<file path="src/core/opl_pkg.sv">
/*
 Package for the operator panel and interlock logic: widths, counts,
 state codes and field positions shared by both ends.
 Assumes a single 250 MHz clock on both ends.
*/
package opl_pkg;
    localparam int CLK_MHZ = 250;
    // Debounce time in microseconds, rounded down to cycles
    localparam int DEBOUNCE_US = 2;
    localparam int DEBOUNCE_CYC = DEBOUNCE_US * CLK_MHZ;
    localparam int DB_W = 10;
    localparam logic [DB_W-1:0] DB_LAST = DB_W'(DEBOUNCE_CYC - 1);
    localparam logic [DB_W-1:0] DB_ZERO = 10'h000;
    // Interlock sensor, bypass and DC supply counts
    localparam int RDR_ILK_N = 4;
    localparam int CTL_ILK_N = 4;
    localparam int DC_N = 4;
    // Timing phase and sync source widths
    localparam int PHASE_N = 8;
    localparam int SYNC_SEL_W = 3;
    localparam int SYNC_SRC_N = 8;
    localparam logic [SYNC_SEL_W-1:0] SYNC_SEL_RST = 3'h0;
    // Pushbutton indices
    localparam int PB_STOP = 0;
    localparam int PB_PARAM = 1;
    localparam int PB_JOURNAL = 2;
    localparam int PB_POWER = 3;
    localparam int PB_N = 4;
    typedef enum logic [1:0] {
        OPL_PWR_OFF = 2'b00,
        OPL_PWR_ON = 2'b01,
        OPL_PWR_TRIP = 2'b10
    } opl_pwr_t;
    typedef enum logic [1:0] {
        OPL_CTL_ONLINE = 2'b00,
        OPL_CTL_PARAM = 2'b01,
        OPL_CTL_STOPPED = 2'b10
    } opl_ctl_t;
endpackage

</file>
<file path="src/core/opl_link_if.sv">
/*
 Interface joining the reader panel end and the reader controller end.
 Assumes both ends share clk; all signals are plain levels.
*/
`timescale 1ns/1ps
interface opl_link_if;
    import opl_pkg::*;
    logic stop_req;
    logic param_req;
    logic stop_lamp;
    logic param_lamp;
    logic [SYNC_SEL_W-1:0] sync_sel_a;
    logic [SYNC_SEL_W-1:0] sync_sel_b;
    logic [PHASE_N-1:0] freeze_req;
    modport reader (
        output stop_req, output param_req,
        input stop_lamp, input param_lamp,
        input sync_sel_a, input sync_sel_b, input freeze_req
    );
    modport controller (
        input stop_req, input param_req,
        output stop_lamp, output param_lamp,
        output sync_sel_a, output sync_sel_b, output freeze_req
    );
endinterface

</file>
<file path="src/core/opl_reader.sv">
/*
 Reader end of the operator panel and interlock logic: pushbutton
 conditioning, journal option, power gating, interlock bypass, latched
 failure lamps, sync probe selection and timing freeze.
 Assumes panel switches are asynchronous; the controller end is on clk.
*/
`timescale 1ns/1ps
// Overview of operation
// - Held stop button drives stop request high
// - Controller lights stop lamp on not-ready
// - Stop lamp equals reader not ready
// - Parameter button enables controller parameters-only state
// - Parameter lamps lit only pressed and holding
// - Journal button toggles option; lamps show it
// - Power button works only with both enables
// - Power lamps: power on, supplies good
// - Bypasses count only in maintenance mode
// - Each set bypass lights its indicator
// - Normal mode interlock failure drops power
// - Failure lamps latch while power enable on
// - Maintenance bypass masks its fault sensor
// - Sync probes carry controller-selected signals
// - Control position lets software freeze phases
module opl_reader
    import opl_pkg::*;
(
    // Clock and reset
    input wire logic clk,
    input wire logic nrst,
    // Controller link
    opl_link_if.reader link,
    // Panel pushbuttons
    input wire logic [PB_N-1:0] button_raw,
    // Panel switches
    input wire logic power_enable_sw,
    input wire logic controller_power_sw,
    input wire logic maintenance_sw,
    input wire logic fault_reset_sw,
    input wire logic timing_freeze_position,
    input wire logic [RDR_ILK_N-1:0] rdr_bypass_sw,
    input wire logic [CTL_ILK_N-1:0] ctl_bypass_sw,
    // Sensors
    input wire logic [RDR_ILK_N-1:0] rdr_fault_raw,
    input wire logic [CTL_ILK_N-1:0] ctl_fault_raw,
    input wire logic [DC_N-1:0] dc_ok_raw,
    input wire logic [SYNC_SRC_N-1:0] sync_src,
    // Lamps and controls
    output logic journal_lamp,
    output logic journal_enable,
    output logic reader_ac_on,
    output logic reader_power_lamp,
    output logic system_power_on,
    output logic [RDR_ILK_N-1:0] rdr_bypass_lamp,
    output logic [CTL_ILK_N-1:0] ctl_bypass_lamp,
    output logic [RDR_ILK_N-1:0] rdr_fail_lamp,
    output logic [CTL_ILK_N-1:0] ctl_fail_lamp,
    output logic [1:0] selectable_sync_probe,
    output logic [PHASE_N-1:0] phase_freeze
);
    localparam int SW_N = 5 + RDR_ILK_N + CTL_ILK_N;
    localparam int IN_N = PB_N + SW_N + RDR_ILK_N + CTL_ILK_N + DC_N;

    typedef struct packed {
        logic [IN_N-1:0] s1;
        logic [IN_N-1:0] s2;
        logic [IN_N-1:0] s3;
        logic [IN_N-1:0] in_q;
        logic [PB_N-1:0] pb_stable;
        logic [PB_N-1:0][DB_W-1:0] pb_cnt;
        logic journal_on;
        opl_pwr_t pwr;
        logic [RDR_ILK_N-1:0] rdr_fail;
        logic [CTL_ILK_N-1:0] ctl_fail;
        logic [1:0] probe;
        logic [PHASE_N-1:0] freeze;
        logic stop_out;
        logic param_out;
    } opl_rdr_state_t;

    opl_rdr_state_t state_reg;
    opl_rdr_state_t state_next;
    logic [IN_N-1:0] raw_in;
    logic [PB_N-1:0] pb_in;
    logic [PB_N-1:0] pb_rise;
    logic pwr_en;
    logic ctl_pwr;
    logic maint;
    logic freeze_pos;
    logic [RDR_ILK_N-1:0] rbyp;
    logic [CTL_ILK_N-1:0] cbyp;
    logic [RDR_ILK_N-1:0] rfault;
    logic [CTL_ILK_N-1:0] cfault;
    logic [DC_N-1:0] dc_ok;
    logic any_fault;

    // Mask sensors by bypass, only while in maintenance
    function automatic logic [RDR_ILK_N-1:0] mask_fault(
        input logic [RDR_ILK_N-1:0] sense,
        input logic [RDR_ILK_N-1:0] byp,
        input logic mnt
    );
        mask_fault = sense & ~(byp & {RDR_ILK_N{mnt}});
    endfunction

    assign raw_in = {dc_ok_raw, ctl_fault_raw, rdr_fault_raw, ctl_bypass_sw,
        rdr_bypass_sw, timing_freeze_position, fault_reset_sw, maintenance_sw,
        controller_power_sw, power_enable_sw, button_raw};

    // Field split of the agreed input vector
    assign pb_in = state_reg.in_q[PB_N-1:0];
    assign pwr_en = state_reg.in_q[PB_N];
    assign ctl_pwr = state_reg.in_q[PB_N+1];
    assign maint = state_reg.in_q[PB_N+2];
    assign freeze_pos = state_reg.in_q[PB_N+4];
    assign rbyp = state_reg.in_q[PB_N+5 +: RDR_ILK_N];
    assign cbyp = state_reg.in_q[PB_N+5+RDR_ILK_N +: CTL_ILK_N];
    assign rfault = mask_fault(state_reg.in_q[PB_N+SW_N +: RDR_ILK_N],
        rbyp, maint);
    assign cfault = mask_fault(
        state_reg.in_q[PB_N+SW_N+RDR_ILK_N +: CTL_ILK_N], cbyp, maint);
    assign dc_ok = state_reg.in_q[PB_N+SW_N+RDR_ILK_N+CTL_ILK_N +: DC_N];
    assign any_fault = |{rfault, cfault};

    always_comb begin
        state_next = state_reg;
        // Change counts once second and third stages agree
        state_next.s1 = raw_in;
        state_next.s2 = state_reg.s1;
        state_next.s3 = state_reg.s2;
        for (int i = 0; i < IN_N; i++) begin
            if (state_reg.s2[i] == state_reg.s3[i]) begin
                state_next.in_q[i] = state_reg.s3[i];
            end
        end
        // Debounce: level must hold for the whole window
        pb_rise = '0;
        for (int i = 0; i < PB_N; i++) begin
            if (pb_in[i] == state_reg.pb_stable[i]) begin
                state_next.pb_cnt[i] = DB_ZERO;
            end else if (state_reg.pb_cnt[i] == DB_LAST) begin
                state_next.pb_cnt[i] = DB_ZERO;
                state_next.pb_stable[i] = pb_in[i];
                pb_rise[i] = pb_in[i];
            end else begin
                state_next.pb_cnt[i] = state_reg.pb_cnt[i] + 1'b1;
            end
        end
        if (pb_rise[PB_JOURNAL]) begin
            state_next.journal_on = ~state_reg.journal_on;
        end
        state_next.stop_out = state_reg.pb_stable[PB_STOP];
        state_next.param_out = state_reg.pb_stable[PB_PARAM];
        // Power control
        case (state_reg.pwr)
            OPL_PWR_OFF: begin
                if (pb_rise[PB_POWER] && pwr_en && ctl_pwr && !any_fault) begin
                    state_next.pwr = OPL_PWR_ON;
                end
            end
            OPL_PWR_ON: begin
                if (any_fault) begin
                    state_next.pwr = OPL_PWR_TRIP;
                end else if (!pwr_en || !ctl_pwr) begin
                    state_next.pwr = OPL_PWR_OFF;
                end else if (pb_rise[PB_POWER]) begin
                    state_next.pwr = OPL_PWR_OFF;
                end
            end
            OPL_PWR_TRIP: begin
                // Trip holds until a maintenance fault reset
                if (maint && state_reg.in_q[PB_N+3] && !any_fault) begin
                    state_next.pwr = OPL_PWR_OFF;
                end
            end
            default: state_next.pwr = OPL_PWR_OFF;
        endcase
        // Failure lamps latch; set wins over reset
        if (maint && state_reg.in_q[PB_N+3]) begin
            state_next.rdr_fail = '0;
            state_next.ctl_fail = '0;
        end
        if (pwr_en) begin
            state_next.rdr_fail = state_next.rdr_fail | rfault;
            state_next.ctl_fail = state_next.ctl_fail | cfault;
        end
        state_next.probe = {sync_src[link.sync_sel_b],
            sync_src[link.sync_sel_a]};
        state_next.freeze = freeze_pos ? link.freeze_req : '0;
    end

    always_ff @(posedge clk or negedge nrst) begin
        if (!nrst) begin
            state_reg <= '0;
        end else begin
            state_reg <= state_next;
        end
    end

    assign link.stop_req = state_reg.stop_out;
    assign link.param_req = state_reg.param_out;
    assign journal_enable = state_reg.journal_on;
    assign journal_lamp = state_reg.journal_on;
    assign reader_ac_on = (state_reg.pwr == OPL_PWR_ON);
    assign system_power_on = (state_reg.pwr == OPL_PWR_ON);
    assign reader_power_lamp = (state_reg.pwr == OPL_PWR_ON) && (&dc_ok);
    assign rdr_bypass_lamp = rbyp;
    assign ctl_bypass_lamp = cbyp;
    assign rdr_fail_lamp = state_reg.rdr_fail;
    assign ctl_fail_lamp = state_reg.ctl_fail;
    assign selectable_sync_probe = state_reg.probe;
    assign phase_freeze = state_reg.freeze;
endmodule // opl_reader

</file>
<file path="src/flat_wrapper.sv">
// flat-port wrapper written by rule: the top's interface ports become plain ports
module opl_reader_flat import opl_pkg::*;
  (clk, nrst, button_raw, power_enable_sw, controller_power_sw, maintenance_sw, fault_reset_sw, timing_freeze_position, rdr_bypass_sw, ctl_bypass_sw, rdr_fault_raw, ctl_fault_raw, dc_ok_raw, sync_src, journal_lamp, journal_enable, reader_ac_on, reader_power_lamp, system_power_on, rdr_bypass_lamp, ctl_bypass_lamp, rdr_fail_lamp, ctl_fail_lamp, selectable_sync_probe, phase_freeze, link_stop_req, link_param_req, link_stop_lamp, link_param_lamp, link_sync_sel_a, link_sync_sel_b, link_freeze_req);
  opl_link_if link_i ();
  input wire logic clk;
  input wire logic nrst;
  input wire logic [PB_N-1:0] button_raw;
  input wire logic power_enable_sw;
  input wire logic controller_power_sw;
  input wire logic maintenance_sw;
  input wire logic fault_reset_sw;
  input wire logic timing_freeze_position;
  input wire logic [RDR_ILK_N-1:0] rdr_bypass_sw;
  input wire logic [CTL_ILK_N-1:0] ctl_bypass_sw;
  input wire logic [RDR_ILK_N-1:0] rdr_fault_raw;
  input wire logic [CTL_ILK_N-1:0] ctl_fault_raw;
  input wire logic [DC_N-1:0] dc_ok_raw;
  input wire logic [SYNC_SRC_N-1:0] sync_src;
  output logic journal_lamp;
  output logic journal_enable;
  output logic reader_ac_on;
  output logic reader_power_lamp;
  output logic system_power_on;
  output logic [RDR_ILK_N-1:0] rdr_bypass_lamp;
  output logic [CTL_ILK_N-1:0] ctl_bypass_lamp;
  output logic [RDR_ILK_N-1:0] rdr_fail_lamp;
  output logic [CTL_ILK_N-1:0] ctl_fail_lamp;
  output logic [1:0] selectable_sync_probe;
  output logic [PHASE_N-1:0] phase_freeze;
  output wire logic [$bits(link_i.stop_req)-1:0] link_stop_req;
  output wire logic [$bits(link_i.param_req)-1:0] link_param_req;
  input wire logic [$bits(link_i.stop_lamp)-1:0] link_stop_lamp;
  input wire logic [$bits(link_i.param_lamp)-1:0] link_param_lamp;
  input wire logic [$bits(link_i.sync_sel_a)-1:0] link_sync_sel_a;
  input wire logic [$bits(link_i.sync_sel_b)-1:0] link_sync_sel_b;
  input wire logic [$bits(link_i.freeze_req)-1:0] link_freeze_req;
  assign link_stop_req = link_i.stop_req;
  assign link_param_req = link_i.param_req;
  assign link_i.stop_lamp = link_stop_lamp;
  assign link_i.param_lamp = link_param_lamp;
  assign link_i.sync_sel_a = link_sync_sel_a;
  assign link_i.sync_sel_b = link_sync_sel_b;
  assign link_i.freeze_req = link_freeze_req;
  opl_reader u_core (.clk(clk), .nrst(nrst), .link(link_i), .button_raw(button_raw), .power_enable_sw(power_enable_sw), .controller_power_sw(controller_power_sw), .maintenance_sw(maintenance_sw), .fault_reset_sw(fault_reset_sw), .timing_freeze_position(timing_freeze_position), .rdr_bypass_sw(rdr_bypass_sw), .ctl_bypass_sw(ctl_bypass_sw), .rdr_fault_raw(rdr_fault_raw), .ctl_fault_raw(ctl_fault_raw), .dc_ok_raw(dc_ok_raw), .sync_src(sync_src), .journal_lamp(journal_lamp), .journal_enable(journal_enable), .reader_ac_on(reader_ac_on), .reader_power_lamp(reader_power_lamp), .system_power_on(system_power_on), .rdr_bypass_lamp(rdr_bypass_lamp), .ctl_bypass_lamp(ctl_bypass_lamp), .rdr_fail_lamp(rdr_fail_lamp), .ctl_fail_lamp(ctl_fail_lamp), .selectable_sync_probe(selectable_sync_probe), .phase_freeze(phase_freeze));
endmodule
</file>
<file path="config.mk">
export PLATFORM = sky130hd
export DESIGN_NAME = opl_reader_flat
export DESIGN_NICKNAME = d
export VERILOG_FILES = /design/src/core/opl_pkg.sv /design/src/core/opl_link_if.sv /design/src/core/opl_reader.sv /design/src/flat_wrapper.sv
export SDC_FILE = /design/constraint.sdc
export NUM_CORES = 1
export LEC_CHECK = 0
export ABC_AREA = 1
export ABC_CLOCK_PERIOD_IN_PS = 1550
export BUFFER_PORTS_ARGS = -buffer_cell sky130_fd_sc_hd__buf_2
export CORE_ASPECT_RATIO = 0.7
export CORE_UTILIZATION = 59
export CTS_BUF_LIST = sky130_fd_sc_hd__clkbuf_4 sky130_fd_sc_hd__clkbuf_8
export CTS_CLUSTER_SIZE = 8
export DETAILED_ROUTE_END_ITERATION = 16
export GPL_TIMING_DRIVEN = 0
export HOLD_SLACK_MARGIN = 0.03
export PLACE_DENSITY = 0.8
export SLEW_MARGIN = 30
export SYNTH_ARGS = -nofsm -noshare
export SYNTH_HDL_FRONTEND = slang
export SYNTH_SLANG_ARGS = --single-unit
</file>
<file path="constraint.sdc">
create_clock -name clk -period 1.55 [get_ports clk]
set_input_delay 0.0775 -clock clk [delete_from_list [all_inputs] [get_ports clk]]
set_output_delay 0.0775 -clock clk [all_outputs]
set_load 0.02 [all_outputs]
</file>
==> flow_metrics.env, run 1 <==
export IMPL_status="finished with violations"
export IMPL_violations="setup timing"
export IMPL_skew_ns=0.0159
export IMPL_numCtsBuffers=17
export IMPL_synthCells=530
export IMPL_yosysMostFrequentCell="dfrtp_1"
export IMPL_p_seq_frac=0.566
export IMPL_crit_arrival_ns=1.88
export IMPL_initial_core_util=0.617
export IMPL_largest_reg_flops=82
export IMPL_clock_latency_ns=0.45
export IMPL_grt_ovfl_total=0
export IMPL_finalNetCount=745
export IMPL_drt_initial_drc_count=237
export IMPL_drc_errors=0
export IMPL_start_kind="primary input"
export IMPL_cts_num_sinks=183
export IMPL_cts_tree="built"
export IMPL_yosys_area_top_type="dfrtp_1"
export IMPL_multi_input_area_um2=1590
export IMPL_fp_dieArea_um2=11500
export IMPL_grt_total_usage=0.224
export IMPL_place_ws_ns=-0.0611
export IMPL_cap_violations=0
export IMPL_power_share_switching=0.266
export IMPL_drive_above_1_share=0.242
export IMPL_via_per_inst=4.87
export IMPL_pwr_share_comb=0.113
export IMPL_wl_per_cell_um=13.7
export IMPL_slew_violations=0
export IMPL_syn_area_um2=6510
export IMPL_grt_pass1_vias=4380
export IMPL_vias=4127
export IMPL_grt_pass1_wl_um=19700
export IMPL_min_path_cells=4
export IMPL_firstDrtPassIters=5
export IMPL_wl_met2_um=5630
export IMPL_avgSynthCellArea_um2=12.3
export IMPL_yosys_warnings=0
export IMPL_worstHoldEndpoint="u_core.selectable_sync_probe[1]"
export IMPL_clkPwrFrac=0.322
export IMPL_portBuffers=85
export IMPL_period_share=1.00
export IMPL_critPathCaptureType="flop"
export IMPL_rrSetupSlack_ns=0.12
export IMPL_grt_max_degree=94
export IMPL_rows=31
export IMPL_synth_top_area_share=0.703
export IMPL_synth_seq_area_share=0.703
export IMPL_fin_ws_ns=-0.00197
export IMPL_clock_root_buffer="clkbuf_8"
export IMPL_peakVddDrop_uv=692
export IMPL_power_density_nw_per_um2=1160
export IMPL_rr_endpoint="u_core.state_reg[51]"
export IMPL_synth_nets=589
export IMPL_diodes=0
export IMPL_synth_edf_count=0
export IMPL_total_power_mw=9.35
export IMPL_cts_max_path_buffers=2
export IMPL_grt_setup_unrepaired="false"
export IMPL_gp_congestion=0.787
export IMPL_wl_um=11600
export IMPL_maxUsedRoutingLayer="met4"
export IMPL_post_dp_hpwl_um=7060
export IMPL_synth_distinct_cells=27
export IMPL_synth_seq_cells=183
export IMPL_drtAntennaViolNets=0
export IMPL_synthTopCellsByArea="dfrtp_1, maj3_1, nand2_1"
export IMPL_hold_viol_final=0
export IMPL_h_tree_depth=4
export IMPL_reg2reg_depth=5
export IMPL_worstReg2RegStart="u_core.state_reg[43]"
export IMPL_cp_max_fo=7
export IMPL_critPathRequiredTime_ns=1.88
export IMPL_areaGrowthSynthToFinish_pct=24.3
export IMPL_holdWs_ns=0.103
export IMPL_worstHoldStart="sync_src[6]"
export IMPL_grt_antenna_before_repair=0
export IMPL_crit_type="primary input to flop"
export IMPL_fmax_mhz=644
export IMPL_finalSetupViolCount=1
export IMPL_cts_reportedPaths_clkPinSlew_ns=0.10
export IMPL_hp_class="primary input to flop"
export IMPL_n_fill_cell=655
export IMPL_dieHeight_um=89.9
export IMPL_met3_length_um=584
export IMPL_core_um2=10600
export IMPL_die_x_um=128
export IMPL_ys_async_sr_fraction=1.00
export IMPL_internal_power_mw=6.86
export IMPL_relSlewSlack=0.571
export IMPL_io_pins=88
export IMPL_synthTopCellsByCount="dfrtp_1, nand2_1, nor2_1"
export IMPL_seqCellArea_um2=4580
export IMPL_dominantRegCellSynth="dfrtp_1"
export IMPL_drt_met1_wl_um=5220
export IMPL_min_period_ns=1.55
export IMPL_worst_pin_slew_ns=0.644
export IMPL_p_leak_nw=3.84
export IMPL_power_switching_mw=2.48
per-layer routing:
metal / vias up / global-route usage
met2: 117 / 0.362
met4: 0 / 0.0843
li1: 1993 / -
met1: 2002 / 0.286
met5: - / 0
met3: 15 / 0.0708
worst max-delay path by stage:
stage	startpoint	end	slack, ns	cells past startpoint
2_1_floorplan	u_core.state_reg[43]	u_core.state_reg[50]	0.22	8
3_3_place_gp	nrst	u_core.state_reg[96]	-2.26	1
3_5_place_dp	u_core.state_reg[33]	u_core.state_reg[41]	-0.06	6
4_1_cts	u_core.state_reg[33]	u_core.state_reg[41]	0.01	6
5_1_grt	u_core.state_reg[43]	u_core.state_reg[52]	0.001	8
6_report	link_sync_sel_a[0]	u_core.selectable_sync_probe[0]	-0.002	7
area by class of cell:
cell class,count,area share
multi-input combinational,276,0.196
tap,148,0.0229
clock inverter,12,0.0136
inverter,40,0.0186
sequential,183,0.566
timing repair buffer,137,0.120
buffer,31,0.0292
clock buffer,20,0.0333
power by group through the flow:
stage / Combinational (mW) / Sequential, mW / Clock [mW]
after global routing: 1.16 / 5.33 / 3.31
after detailed placement: 0.929 / 5.37 / 0
after CTS: 1.04 / 5.28 / 3.10
final: 1.05 / 5.29 / 3.01
after global placement: 0.885 / 5.36 / 0
after floorplan: 0.592 / 5.32 / 0
worst max-delay path, cell delays in order:
cell           delay (ns)
dlygate4sd3_1        0.53
buf_2                0.16
o21ai_0              0.22
o21ai_0              0.14
nor2_1               0.13
dlygate4sd3_1        0.59
a21oi_2              0.04
placed cells by master, fill, tap and decap left out, drive strengths merged, types with 10 or more instances in the layout:
cell	netlist	routed
clkbuf	1	21
dfrtp	183	183
nor3	12	12
maj3	29	29
xor2	15	15
nor2	63	63
nand2	73	73
a21oi	15	15
nand4	10	10
o21ai	22	22
buf	30	117
xnor2	10	10
inv	40	48
dlygate4sd3	0	50
nand3	15	15
repair_timing:
item                       in CTS  in global routing
buffers inserted                0                  1
gates resized for setup         2                  9
hold endpoints to repair      129                  0
hold buffers                   50                  0
pin swaps                       0                  2
setup endpoints to repair       8                 19
per-stage QoR:
step	instance area [um2]	cells	util	setup TNS, ns
after floorplan	6510	530	-	0
after global placement	7120	763	0.675	-410.42
after detailed placement	7160	764	0.678	-0.353
after CTS	8050	846	0.763	0
after global routing	8090	847	0.767	0
final	8090	847	0.767	-0.00197
logic make-up after synthesis:
kind of cell             after synthesis  share of synthesized area
AO/OA/AOI/OAI                         40                     0.0327
XOR/XNOR                              25                     0.0336
adder cells (fa/ha/maj)               33                     0.0523
buffers and inverters                 71                     0.0594
flip-flops                           183                      0.703
multiplexers                           1                    0.00173
AND/OR/NAND/NOR                      177                      0.117
Power figures use the tool's default switching activity.
==> run 2, diff against run 1 <==
==> constraint.sdc (replaced) <==
create_clock -name clk -period 1.55 [get_ports clk]
set_input_delay 0.31 -clock clk [delete_from_list [all_inputs] [get_ports clk]]
set_output_delay 0.31 -clock clk [all_outputs]
set_load 0.02 [all_outputs]
==> flow_metrics.env, run 2 (synthesized netlist as in run 1, its figures left out) <==
export IMPL_power_density_nw_per_um2=1170
export IMPL_drtAntennaViolNets=0
export IMPL_post_dp_hpwl_um=7060
export IMPL_p_leak_nw=3.79
export IMPL_finalSetupTns_ns=-0.0656
export IMPL_grt_pass1_wl_um=18300
export IMPL_numCtsBuffers=17
export IMPL_reg2reg_depth=5
export IMPL_relSlewSlack=0.577
export IMPL_placed_area_um2=7160
export IMPL_gp_congestion=0.787
export IMPL_min_path_cells=3
export IMPL_critPathCaptureType="output port"
export IMPL_cts_reportedPaths_clkPinSlew_ns=0.09
export IMPL_hp_class="primary input to flop"
export IMPL_max_stage_delay_ns=0.36
export IMPL_cts_max_path_buffers=2
export IMPL_crit_buf_inv=1
export IMPL_drt_initial_drc_count=195
export IMPL_fmax_mhz=623
export IMPL_skew_ns=0.0155
export IMPL_grt_total_usage=0.208
export IMPL_clock_latency_ns=0.45
export IMPL_n_fill_cell=680
export IMPL_cap_violations=0
export IMPL_grt_setup_unrepaired="true"
export IMPL_grt_max_degree=94
export IMPL_fp_dieArea_um2=11500
export IMPL_drc_errors=0
export IMPL_worstReg2RegStart="u_core.state_reg[43]"
export IMPL_crit_type="flop to output port"
export IMPL_layout_common_cells="dfrtp_1, buf_2, nand2_1"
export IMPL_period_share=1.04
export IMPL_fin_ws_ns=-0.0545
export IMPL_status="finished with violations"
export IMPL_worst_pin_slew_ns=0.635
export IMPL_design_area_um2=7980
export IMPL_critPathSlowestCell="dfrtp_1"
export IMPL_largest_reg_flops=82
export IMPL_rr_endpoint="u_core.state_reg[51]"
export IMPL_portBuffers=85
export IMPL_rows=31
export IMPL_start_kind="flop"
export IMPL_grt_ovfl_total=0
export IMPL_cts_num_sinks=183
export IMPL_violations="setup timing"
export IMPL_slew_violations=0
export IMPL_hold_viol_final=0
export IMPL_min_period_ns=1.60
export IMPL_wl_per_cell_um=13.1
export IMPL_crit_path_cell_trace="nand4_1 > nor3_2 > buf_4"
export IMPL_die_x_um=128
export IMPL_rrSetupSlack_ns=0.12
export IMPL_cp_num_cells=3
export IMPL_grt_antenna_before_repair=0
export IMPL_firstDrtPassIters=4
export IMPL_finalSetupViolCount=2
export IMPL_endpoint="reader_power_lamp"
export IMPL_critPathLaunch="u_core.dc_ok[2]"
export IMPL_diodes=0
export IMPL_areaGrowthSynthToFinish_pct=22.6
export IMPL_peakVddDrop_uv=703
export IMPL_initial_core_util=0.617
export IMPL_finalNetCount=734
export IMPL_via_per_inst=4.80
export IMPL_grt_pass1_vias=4109
export IMPL_worstHoldStart="link_freeze_req[6]"
export IMPL_core_um2=10600
export IMPL_drive_above_1_share=0.251
export IMPL_crit_arrival_ns=1.29
export IMPL_h_tree_depth=4
export IMPL_critPathRequiredTime_ns=1.24
export IMPL_dieHeight_um=89.9
export IMPL_cp_max_fo=2
export IMPL_wl_um=11000
export IMPL_final_common_cell="dfrtp_1"
export IMPL_io_pins=88
export IMPL_clock_root_buffer="clkbuf_8"
export IMPL_vias=4009
export IMPL_cts_tree="built"
export IMPL_crit_family="flip-flops"
run 2: cell types whose count changed in the layout (fill, tap and decap cells not counted), sizes merged:
cell,before,now
buf,117,121
dlygate4sd3,50,35
run 2: how the worst min path moves through the flow:
| stage | endpoint | slack [ns] |
|---|---|---|
| after floorplan | u_core.ctl_bypass_lamp[0] | 0.01 |
| after global placement | u_core.state_next[109] | 0.33 |
| after detailed placement | u_core.state_next[104] | 0.33 |
| after CTS | u_core.phase_freeze[0] | 0.03 |
| after global routing | u_core.phase_freeze[7] | 0.05 |
| final | u_core.phase_freeze[6] | 0.07 |
run 2: worst min-delay path: stages:
cell and delay (ns):
buf_2 0.08, nand2_1 0.05, inv_1 0.05
run 2: where the power goes:
| part | internal [mW] | switching, mW |
|---|---|---|
| sequential | 5.08 | 0.202 |
| clock | 1.28 | 1.73 |
| combinational | 0.482 | 0.536 |
| total | 6.84 | 2.47 |
run 2: metrics by stage:
stage          worst slack, ns  utilization  total power [mW]  std cells  hold slack, ns
2_1_floorplan            0.224            -              5.91        530          0.0144
3_3_place_gp             -2.49        0.675              6.24        763           0.332
3_5_place_dp           -0.0611        0.678              6.30        764           0.335
4_1_cts                -0.0854        0.751              9.39        832          0.0309
5_1_grt                 -0.141        0.757              9.77        836          0.0474
6_report               -0.0545        0.757              9.31        836          0.0739
run 2: layout make-up:
| type | count | area (um2) | share of cell area |
|---|---|---|---|
| clock inverters | 12 | 110 | 0.0138 |
| repair buffers | 126 | 866 | 0.108 |
| inverters | 40 | 150 | 0.0188 |
| well taps | 148 | 185 | 0.0232 |
| flip-flops and latches | 183 | 4580 | 0.574 |
| multi-input cells | 276 | 1580 | 0.198 |
| plain buffers | 31 | 240 | 0.0301 |
| clock buffers | 20 | 269 | 0.0337 |
run 2: repair_timing:
action / 4_1_cts / 5_1_grt
buffers inserted: 4 / 1
hold buffers: 32 / 3
hold endpoints to repair: 121 / 3
pin swaps: 1 / 2
resized for setup: 11 / 6
setup endpoints to repair: 10 / 19
run 2: routing by layer:
| metal | wire, um | track usage |
|---|---|---|
| met1 | 5060 | 0.266 |
| met2 | 5270 | 0.335 |
| met3 | 510 | 0.0679 |
| met4 | 142 | 0.0754 |
| met5 | 0 | 0 |
